## config.mk

```make
export PLATFORM = sky130hd
export DESIGN_NAME = sdf_ctrl
export DESIGN_NICKNAME = d
export VERILOG_FILES = /design/src/sdf_pkg.sv /design/src/sdf_ctrl.sv
export SDC_FILE = /design/constraint.sdc
export NUM_CORES = 2
export LEC_CHECK = 0
export BUFFER_PORTS_ARGS = -buffer_cell sky130_fd_sc_hd__buf_4
export CAP_MARGIN = 20
export CORE_UTILIZATION = 60
export CTS_CLUSTER_SIZE = 28
export DETAILED_ROUTE_END_ITERATION = 7
export HOLD_SLACK_MARGIN = 0.05
export PLACE_DENSITY = 0.87
export SLEW_MARGIN = 20
export SYNTH_ARGS = -nofsm -noshare
export SYNTH_HDL_FRONTEND = slang
export SYNTH_SLANG_ARGS = --single-unit
export TNS_END_PERCENT = 30
```

## constraint.sdc

```tcl
create_clock -name clk -period 12 [get_ports clk]
set_input_delay 1.2 -clock clk [delete_from_list [all_inputs] [get_ports clk]]
set_output_delay 1.2 -clock clk [all_outputs]
set_load 0.1 [all_outputs]
```

## src/sdf_pkg.sv

```systemverilog
// Package for the DMA setup frame control and status register block
package sdf_pkg;
	// Register offsets: IDE mode, then ports 0 to 3 in direct port access mode
	localparam logic [11:0] DSF_CTRL_IDE_OFS = 12'h068;
	localparam logic [11:0] DSF_CTRL_P0_OFS  = 12'h368;
	localparam logic [11:0] DSF_CTRL_P1_OFS  = 12'h568;
	localparam logic [11:0] DSF_CTRL_P2_OFS  = 12'h768;
	localparam logic [11:0] DSF_CTRL_P3_OFS  = 12'h968;
	// Companion parameter registers, in frame word order
	localparam logic [11:0] BUF_ID_LO_OFS    = 12'h06c;
	localparam logic [11:0] BUF_ID_HI_OFS    = 12'h070;
	localparam logic [11:0] RSVD_DW_OFS      = 12'h074;
	localparam logic [11:0] BUF_OFFSET_OFS   = 12'h078;
	localparam logic [11:0] XFER_COUNT_OFS   = 12'h07c;
	// Field positions
	localparam int DIR_BIT      = 31;
	localparam int RX_IRQ_BIT   = 30;
	localparam int START_BIT    = 28;
	localparam int AUTO_BIT     = 27;
	localparam int ABORT_BIT    = 24;
	localparam int NAK_BIT      = 23;
	localparam int PORT_COUNT   = 4;
	localparam int PARAM_COUNT  = 5;
	localparam logic [31:0] CTRL_RESET = 32'h0000_0000;

	// Register bus request
	typedef struct packed {
		logic        wr;
		logic        rd;
		logic [11:0] addr;
		logic [31:0] wdata;
	} sdf_req_t;

	// Outgoing setup frame command
	typedef struct packed {
		logic        start;
		logic        dir;
		logic [PARAM_COUNT*32-1:0] params;
	} sdf_tx_t;
endpackage
```

## src/sdf_ctrl.sv

```systemverilog
// DMA setup frame control and status register with companion parameters
// Functional notes
// - One control register per port, documented offsets
// - Bit 31 drives outgoing frame direction
// - Bit 30 set on received interrupting frame
// - Bit 28 write launches frame, reads zero
// - Bit 27 enables automatic descriptor selection
// - Bit 24 aborts, clears when transport idle
// - Bit 23 set when last frame refused
// - Parameter words from companion registers, ordered
`timescale 1ns/1ps
`default_nettype none
module sdf_ctrl (
	// Clock and reset
	input  wire logic              clk,
	input  wire logic              reset_n,
	// Register access, ide_mode selects offset map
	input  wire logic              ide_mode,
	input  wire sdf_pkg::sdf_req_t req,
	output logic [31:0]            rdata,
	output logic                   rvalid,
	// Transport events, same clock
	input  wire logic [3:0]        rx_setup_irq,
	input  wire logic [3:0]        tx_nak,
	input  wire logic [3:0]        tsm_idle,
	// Per-port transport controls
	output sdf_pkg::sdf_tx_t       tx_cmd [4],
	output logic [3:0]             abort_req,
	output logic [3:0]             auto_fpdma
);
	////////////////////////////////////////////////////////////////
	// Port decode shared by read and write paths
	function automatic logic [2:0] ctrl_port(input logic [11:0] a, input logic ide);
		ctrl_port = 3'h4;
		if (ide) begin
			if (a == sdf_pkg::DSF_CTRL_IDE_OFS) ctrl_port = 3'h0;
		end else begin
			unique case (a)
				sdf_pkg::DSF_CTRL_P0_OFS: ctrl_port = 3'h0;
				sdf_pkg::DSF_CTRL_P1_OFS: ctrl_port = 3'h1;
				sdf_pkg::DSF_CTRL_P2_OFS: ctrl_port = 3'h2;
				sdf_pkg::DSF_CTRL_P3_OFS: ctrl_port = 3'h3;
				default: ctrl_port = 3'h4;
			endcase
		end
	endfunction

	// Parameter decode: port in [4:3], word index in [2:0], all ones when unmapped
	function automatic logic [5:0] param_sel(input logic [11:0] a, input logic ide);
		logic [11:0] rel;
		logic [1:0]  p;
		logic        hit;
		param_sel = 6'h3f;
		p = 2'h0;
		rel = 12'hfff;
		hit = 1'b0;
		// Ports differ only in the high nibble; the low byte map is shared
		if (ide) begin
			if (a[11:8] == sdf_pkg::DSF_CTRL_IDE_OFS[11:8]) rel = {4'h0, a[7:0]};
		end else begin
			hit = 1'b1;
			unique case (a[11:8])
				sdf_pkg::DSF_CTRL_P0_OFS[11:8]: p = 2'h0;
				sdf_pkg::DSF_CTRL_P1_OFS[11:8]: p = 2'h1;
				sdf_pkg::DSF_CTRL_P2_OFS[11:8]: p = 2'h2;
				sdf_pkg::DSF_CTRL_P3_OFS[11:8]: p = 2'h3;
				default: hit = 1'b0;
			endcase
			if (hit) rel = {4'h0, a[7:0]};
		end
		if (rel >= sdf_pkg::BUF_ID_LO_OFS && rel <= sdf_pkg::XFER_COUNT_OFS &&
		    rel[1:0] == 2'h0)
			param_sel = {1'b0, p, 3'((rel - sdf_pkg::BUF_ID_LO_OFS) >> 2)};
	endfunction

	logic [2:0] wport;
	logic [5:0] wsel;
	always_comb begin
		wport = ctrl_port(req.addr, ide_mode);
		wsel  = param_sel(req.addr, ide_mode);
	end

	////////////////////////////////////////////////////////////////
	logic [31:0] param_reg [4][5];
	logic [3:0]  dir_reg, irq_reg, auto_reg, abort_reg, nak_reg;

	genvar g;
	generate
		for (g = 0; g < sdf_pkg::PORT_COUNT; g++) begin : g_port
			// Software-owned control bits
			always_ff @(posedge clk) begin
				if (!reset_n) begin
					dir_reg[g]  <= 1'b0;
					auto_reg[g] <= 1'b0;
				end else if (req.wr && wport == 3'(g)) begin
					dir_reg[g]  <= req.wdata[sdf_pkg::DIR_BIT];
					auto_reg[g] <= req.wdata[sdf_pkg::AUTO_BIT];
				end
			end
			// Sticky status, hardware set beats write-one clear
			always_ff @(posedge clk) begin
				if (!reset_n) begin
					irq_reg[g] <= 1'b0;
					nak_reg[g] <= 1'b0;
				end else begin
					if (rx_setup_irq[g])
						irq_reg[g] <= 1'b1;
					else if (req.wr && wport == 3'(g) && req.wdata[sdf_pkg::RX_IRQ_BIT])
						irq_reg[g] <= 1'b0;
					if (tx_nak[g])
						nak_reg[g] <= 1'b1;
					else if (req.wr && wport == 3'(g) && req.wdata[sdf_pkg::NAK_BIT])
						nak_reg[g] <= 1'b0;
				end
			end
			// Abort holds until the transport reports idle
			always_ff @(posedge clk) begin
				if (!reset_n)
					abort_reg[g] <= 1'b0;
				else if (req.wr && wport == 3'(g) && req.wdata[sdf_pkg::ABORT_BIT])
					abort_reg[g] <= 1'b1;
				else if (abort_reg[g] && tsm_idle[g])
					abort_reg[g] <= 1'b0;
			end
			// Start pulse and frame contents
			always_ff @(posedge clk) begin
				if (!reset_n) begin
					tx_cmd[g] <= '0;
				end else begin
					tx_cmd[g].start <= req.wr && wport == 3'(g) &&
					                   req.wdata[sdf_pkg::START_BIT];
					tx_cmd[g].dir   <= (req.wr && wport == 3'(g)) ?
					                   req.wdata[sdf_pkg::DIR_BIT] : dir_reg[g];
					for (int k = 0; k < sdf_pkg::PARAM_COUNT; k++)
						tx_cmd[g].params[k*32 +: 32] <= param_reg[g][k];
				end
			end
			// Parameter words
			for (genvar k = 0; k < sdf_pkg::PARAM_COUNT; k++) begin : g_prm
				always_ff @(posedge clk) begin
					if (!reset_n)
						param_reg[g][k] <= sdf_pkg::CTRL_RESET;
					else if (req.wr && wsel == {1'b0, 2'(g), 3'(k)})
						param_reg[g][k] <= req.wdata;
				end
			end
		end
	endgenerate

	// Outputs toward transport
	always_ff @(posedge clk) begin
		if (!reset_n) begin
			abort_req  <= 4'h0;
			auto_fpdma <= 4'h0;
		end else begin
			abort_req  <= abort_reg;
			auto_fpdma <= auto_reg;
		end
	end

	////////////////////////////////////////////////////////////////
	// Read path, one cycle latency; start bit reads zero, unmapped reads zero
	always_ff @(posedge clk) begin
		if (!reset_n) begin
			rdata  <= 32'h0000_0000;
			rvalid <= 1'b0;
		end else begin
			rvalid <= req.rd;
			rdata  <= 32'h0000_0000;
			if (req.rd && wport != 3'h4) begin
				rdata[sdf_pkg::DIR_BIT]    <= dir_reg[wport[1:0]];
				rdata[sdf_pkg::RX_IRQ_BIT] <= irq_reg[wport[1:0]];
				rdata[sdf_pkg::AUTO_BIT]   <= auto_reg[wport[1:0]];
				rdata[sdf_pkg::ABORT_BIT]  <= abort_reg[wport[1:0]];
				rdata[sdf_pkg::NAK_BIT]    <= nak_reg[wport[1:0]];
			end else if (req.rd && !wsel[5])
				rdata <= param_reg[wsel[4:3]][wsel[2:0]];
		end
	end

	////////////////////////////////////////////////////////////////
	// Assertions
	AST_START_PULSE: assert property (@(posedge clk) disable iff (!reset_n)
		tx_cmd[0].start |=> !tx_cmd[0].start || $past(req.wr))
		else $error("start pulse held without a write");
	AST_IRQ_SET: assert property (@(posedge clk) disable iff (!reset_n)
		rx_setup_irq[2] |=> irq_reg[2])
		else $error("receive interrupt status not set");
	AST_NAK_SET: assert property (@(posedge clk) disable iff (!reset_n)
		tx_nak[0] |=> nak_reg[0])
		else $error("refusal status not set");
	AST_ABORT_CLR: assert property (@(posedge clk) disable iff (!reset_n)
		abort_reg[0] && tsm_idle[0] && !req.wr |=> !abort_reg[0])
		else $error("abort did not clear on idle");
	AST_ABORT_HOLD: assert property (@(posedge clk) disable iff (!reset_n)
		abort_reg[0] && !tsm_idle[0] |=> abort_reg[0] ##1 abort_req[0])
		else $error("abort dropped before idle");
	AST_AUTO_OUT: assert property (@(posedge clk) disable iff (!reset_n)
		auto_reg[1] |=> auto_fpdma[1])
		else $error("auto processing not driven");
	AST_STICKY: assert property (@(posedge clk) disable iff (!reset_n)
		irq_reg[2] && !req.wr |=> irq_reg[2])
		else $error("status cleared without a write");
	// Parameter words may carry bit 28, so only control reads are judged
	AST_START_READ: assert property (@(posedge clk) disable iff (!reset_n)
		rvalid && $past(wport != 3'h4) |-> !rdata[sdf_pkg::START_BIT])
		else $error("start bit read as one");
	AST_DIR_FOLLOW: assert property (@(posedge clk) disable iff (!reset_n)
		req.wr && wport == 3'h0 |=> tx_cmd[0].dir == $past(req.wdata[sdf_pkg::DIR_BIT]))
		else $error("direction bit not carried to frame");
	AST_RD_VALID: assert property (@(posedge clk) disable iff (!reset_n)
		req.rd |=> rvalid)
		else $error("read not answered");
	AST_NAK_STICKY: assert property (@(posedge clk) disable iff (!reset_n)
		nak_reg[0] && !req.wr |=> nak_reg[0])
		else $error("refusal status cleared without a write");
	// Word lands in the register, then in the frame one cycle later
	AST_PARAM_OUT: assert property (@(posedge clk) disable iff (!reset_n)
		req.wr && wsel == 6'h04 |=> ##1 tx_cmd[0].params[4*32 +: 32] == $past(req.wdata, 2))
		else $error("transfer count word not carried to frame");
endmodule
`default_nettype wire

```

==> flow_metrics.py <==
metrics = {
    "route": {
        "wl_per_cell_um": 29.9,
        "drt-total-wl_um": 178000,
        "drc": 0,
        "drt_first_pass_iters": 6,
        "dr_total_vias": 36600,
        "ant_nets": 0,
        "vias_per_cell": 6.15,
        "drt_iter0_drc": 5623,
    },
    "clock_network": {
        "postCtsHoldBufs": 0,
        "clk_path_buf_depth": 3,
        "clk_pin_slew_ps": 60,
        "tritoncts": "yes",
        "postCtsSetupBuffers": 0,
        "insertion_delay_ps": 740,
        "cts_resized": 0,
        "clockRootBuffer": "clkbuf_16",
        "clock_sinks": 1345,
        "cts-htree-levels": 4,
        "cts_buffers": 133,
    },
    "yosys": {
        "synth_area_um2": 49300,
        "synth-edff-count": 640,
        "synth_cell_type_count": 67,
        "syn_nets": 4234,
        "syn_avg_cell_area_um2": 11.8,
        "ys_ff_latch": 1345,
        "netlist_top_cells_area": "edfxtp_1, dfxtp_1, and2_1",
        "synth_warnings": 0,
        "postSynth.asyncResetShare_pct": 0,
        "synthFlopType": "dfxtp_1",
        "ys_seq_area_share_pct": 67.6,
        "synth_top_area_cell": "edfxtp_1",
        "synth_top_area_share_pct": 39.0,
        "synthCells": 4172,
    },
    "sta": {
        "skew_ps": 32.4,
        "timing.final.crit_share_pct": 48.0,
        "fmax_mhz": 173,
        "fin_crit_ps": 5760,
        "timing.final.ws_setup_ps": 6240,
        "tightest_slew_ps": 1200,
        "rsz0062_at_grt": "false",
        "tns_ps": 0,
        "setup_viol": 0,
        "slew_headroom_pct": 19.8,
        "finalHoldViolCount": 0,
        "slew_viol_final": 0,
    },
    "pwr": {
        "power_density_nw_per_um2": 181,
        "power_mw": 11.0,
        "power_leakage_nw": 24.5,
        "irDropWorstVdd_mv": 0.179,
    },
    "finish": {
        "final_cells": 5958,
        "syn_to_final_growth_pct": 22.8,
        "mostFrequentLayoutCells": "and2_1, buf_4, dfxtp_1",
        "final_common_cell": "and2_1",
        "drive_gt1_share_pct": 22.9,
        "largest_reg_flops": 648,
        "final_nets": 4843,
        "utilization_pct": 74.8,
    },
    "status": {
        "status": "finished, final reports clean",
    },
    "placed_design": {
        "hpwl_um": 118000,
        "port_buffers": 749,
        "dp.cells": 5705,
        "place_congestion": 1.01,
        "post-place-ws_ps": 5550,
    },
    "critical_path": {
        "worstSetupEndpointType": "flop",
        "start_kind": "input port",
        "worstPathMaxFanout": 150,
        "setup.worst_path.class": "input port to flop",
        "required_ps": 12370,
        "slowest_stage": "o21ai_2",
        "slowest_delay_ps": 600,
        "crit_path_cell_trace": "buf_4 -> o21ba_2 -> o21ai_2 -> nand2_1 -> nand2b_1 -> ha_1 -> o211a_1 -> nand2_1 -> a211oi_4 -> buf_4 -> buf_12 -> nand2_1 -> o21ai_4 -> buf_4",
        "r2r_slack_ps": 9940,
        "arrival_ps": 6130,
    },
    "grt": {
        "grt_pass1_wl_um": 247000,
        "grt_max_degree": 151,
        "overflow": 0,
        "grt_util_met3_pct": 10.2,
        "grtUsageMet2_pct": 65.1,
        "top_usage_layer": "met2",
        "grt_use_met1_pct": 52.7,
        "track_usage_pct": 41.9,
        "first_global_vias": 34900,
        "antenna_found_initial": 21,
    },
    "die": {
        "die_x_um": 289,
        "io_pins": 750,
        "fp.coreArea_um2": 80900,
        "die-height_um": 289,
        "start_util_pct": 60.9,
        "dieArea_um2": 83300,
        "std_cell_rows": 104,
    },
    "worst_hold_path": {
        "worst_hold_path_type": "flop to flop",
    },
    "run": {
        "maxCapViolCount": 0,
    },
}
==> layout make-up <==
class,instances,area [µm²]
repair buffers,810,6260
clock buffers,191,4070
clock inverters,53,583
well taps,1060,1330
diodes,8,20.0
flip-flops and latches,1345,33300
fillers,5080,20400
multi-input cells,2491,15000
==> kinds of logic after synthesis <==
family                   after synthesis  synth area share, %
AND/OR/NAND/NOR                     1962                 22.0
multiplexers                          56                 1.15
adder cells (fa/ha/maj)                1               0.0254
buffers and inverters                336                 2.92
flip-flops                          1345                 67.6
AO/OA/AOI/OAI                        470                 6.26
XOR/XNOR                               2               0.0355
==> cell usage after synthesis (6+ instances only) <==
cell type / count
nand3_1: 56
a21boi_0: 16
clkbuf_1: 235
mux2i_1: 51
dfxtp_1: 705
a211oi_1: 18
nor2b_1: 17
a32oi_1: 6
buf_1: 8
a21oi_1: 145
a221oi_1: 33
nand2_1: 491
nor2_1: 51
a22oi_1: 21
edfxtp_1: 640
nand4_1: 13
buf_2: 72
a31o_2: 23
buf_4: 18
nor3_1: 21
a31oi_1: 112
nor4_1: 9
and3_1: 6
and2_1: 1275
o21a_1: 9
o21ai_0: 44
==> per-stage QoR <==
step | hold WS [ps] | cell area [µm²]
finish | 464 | 60600
global route | 484 | 60500
CTS | 462 | 60500
detailed placement | 457 | 55900
global placement | 455 | 55700
floorplan | 438 | 49300
==> power breakdown <==
group / switching (mW) / internal, mW / total, mW
sequential: 0.162 / 5.03 / 5.19
clock: 1.80 / 2.57 / 4.37
combinational: 1.14 / 0.253 / 1.39
==> path summary, 6_finish.rpt <==
kind | cells after the start | from | to
setup / recovery | 14 | req[42] | param_reg[2][156]$_SDFFCE_PN0P_
hold / removal | 1 | param_reg[1][17]$_SDFFCE_PN0P_ | tx_cmd[469]$_SDFF_PN0_
setup reg to reg | 4 | nak_reg[0]$_SDFFE_PN0P_ | rdata[23]$_SDFF_PN0_
hold reg to reg | 1 | param_reg[1][17]$_SDFFCE_PN0P_ | tx_cmd[469]$_SDFF_PN0_
==> routing by layer <==
metal / vias to the layer above / wire length [µm]
met4: 14 / 13300
met2: 3306 / 80900
met1: 17400 / 59600
li1: 15200 / -
met3: 719 / 24000
met5: - / 98
==> worst max-delay path: cells and delay by family <==
family / cells / cell delay, ps
buf+inv: 4 / 1680
simple gates: 4 / 1070
fa+ha+maj: 1 / 220
compound gates: 5 / 1770
Power figures use the tool's default switching activity.
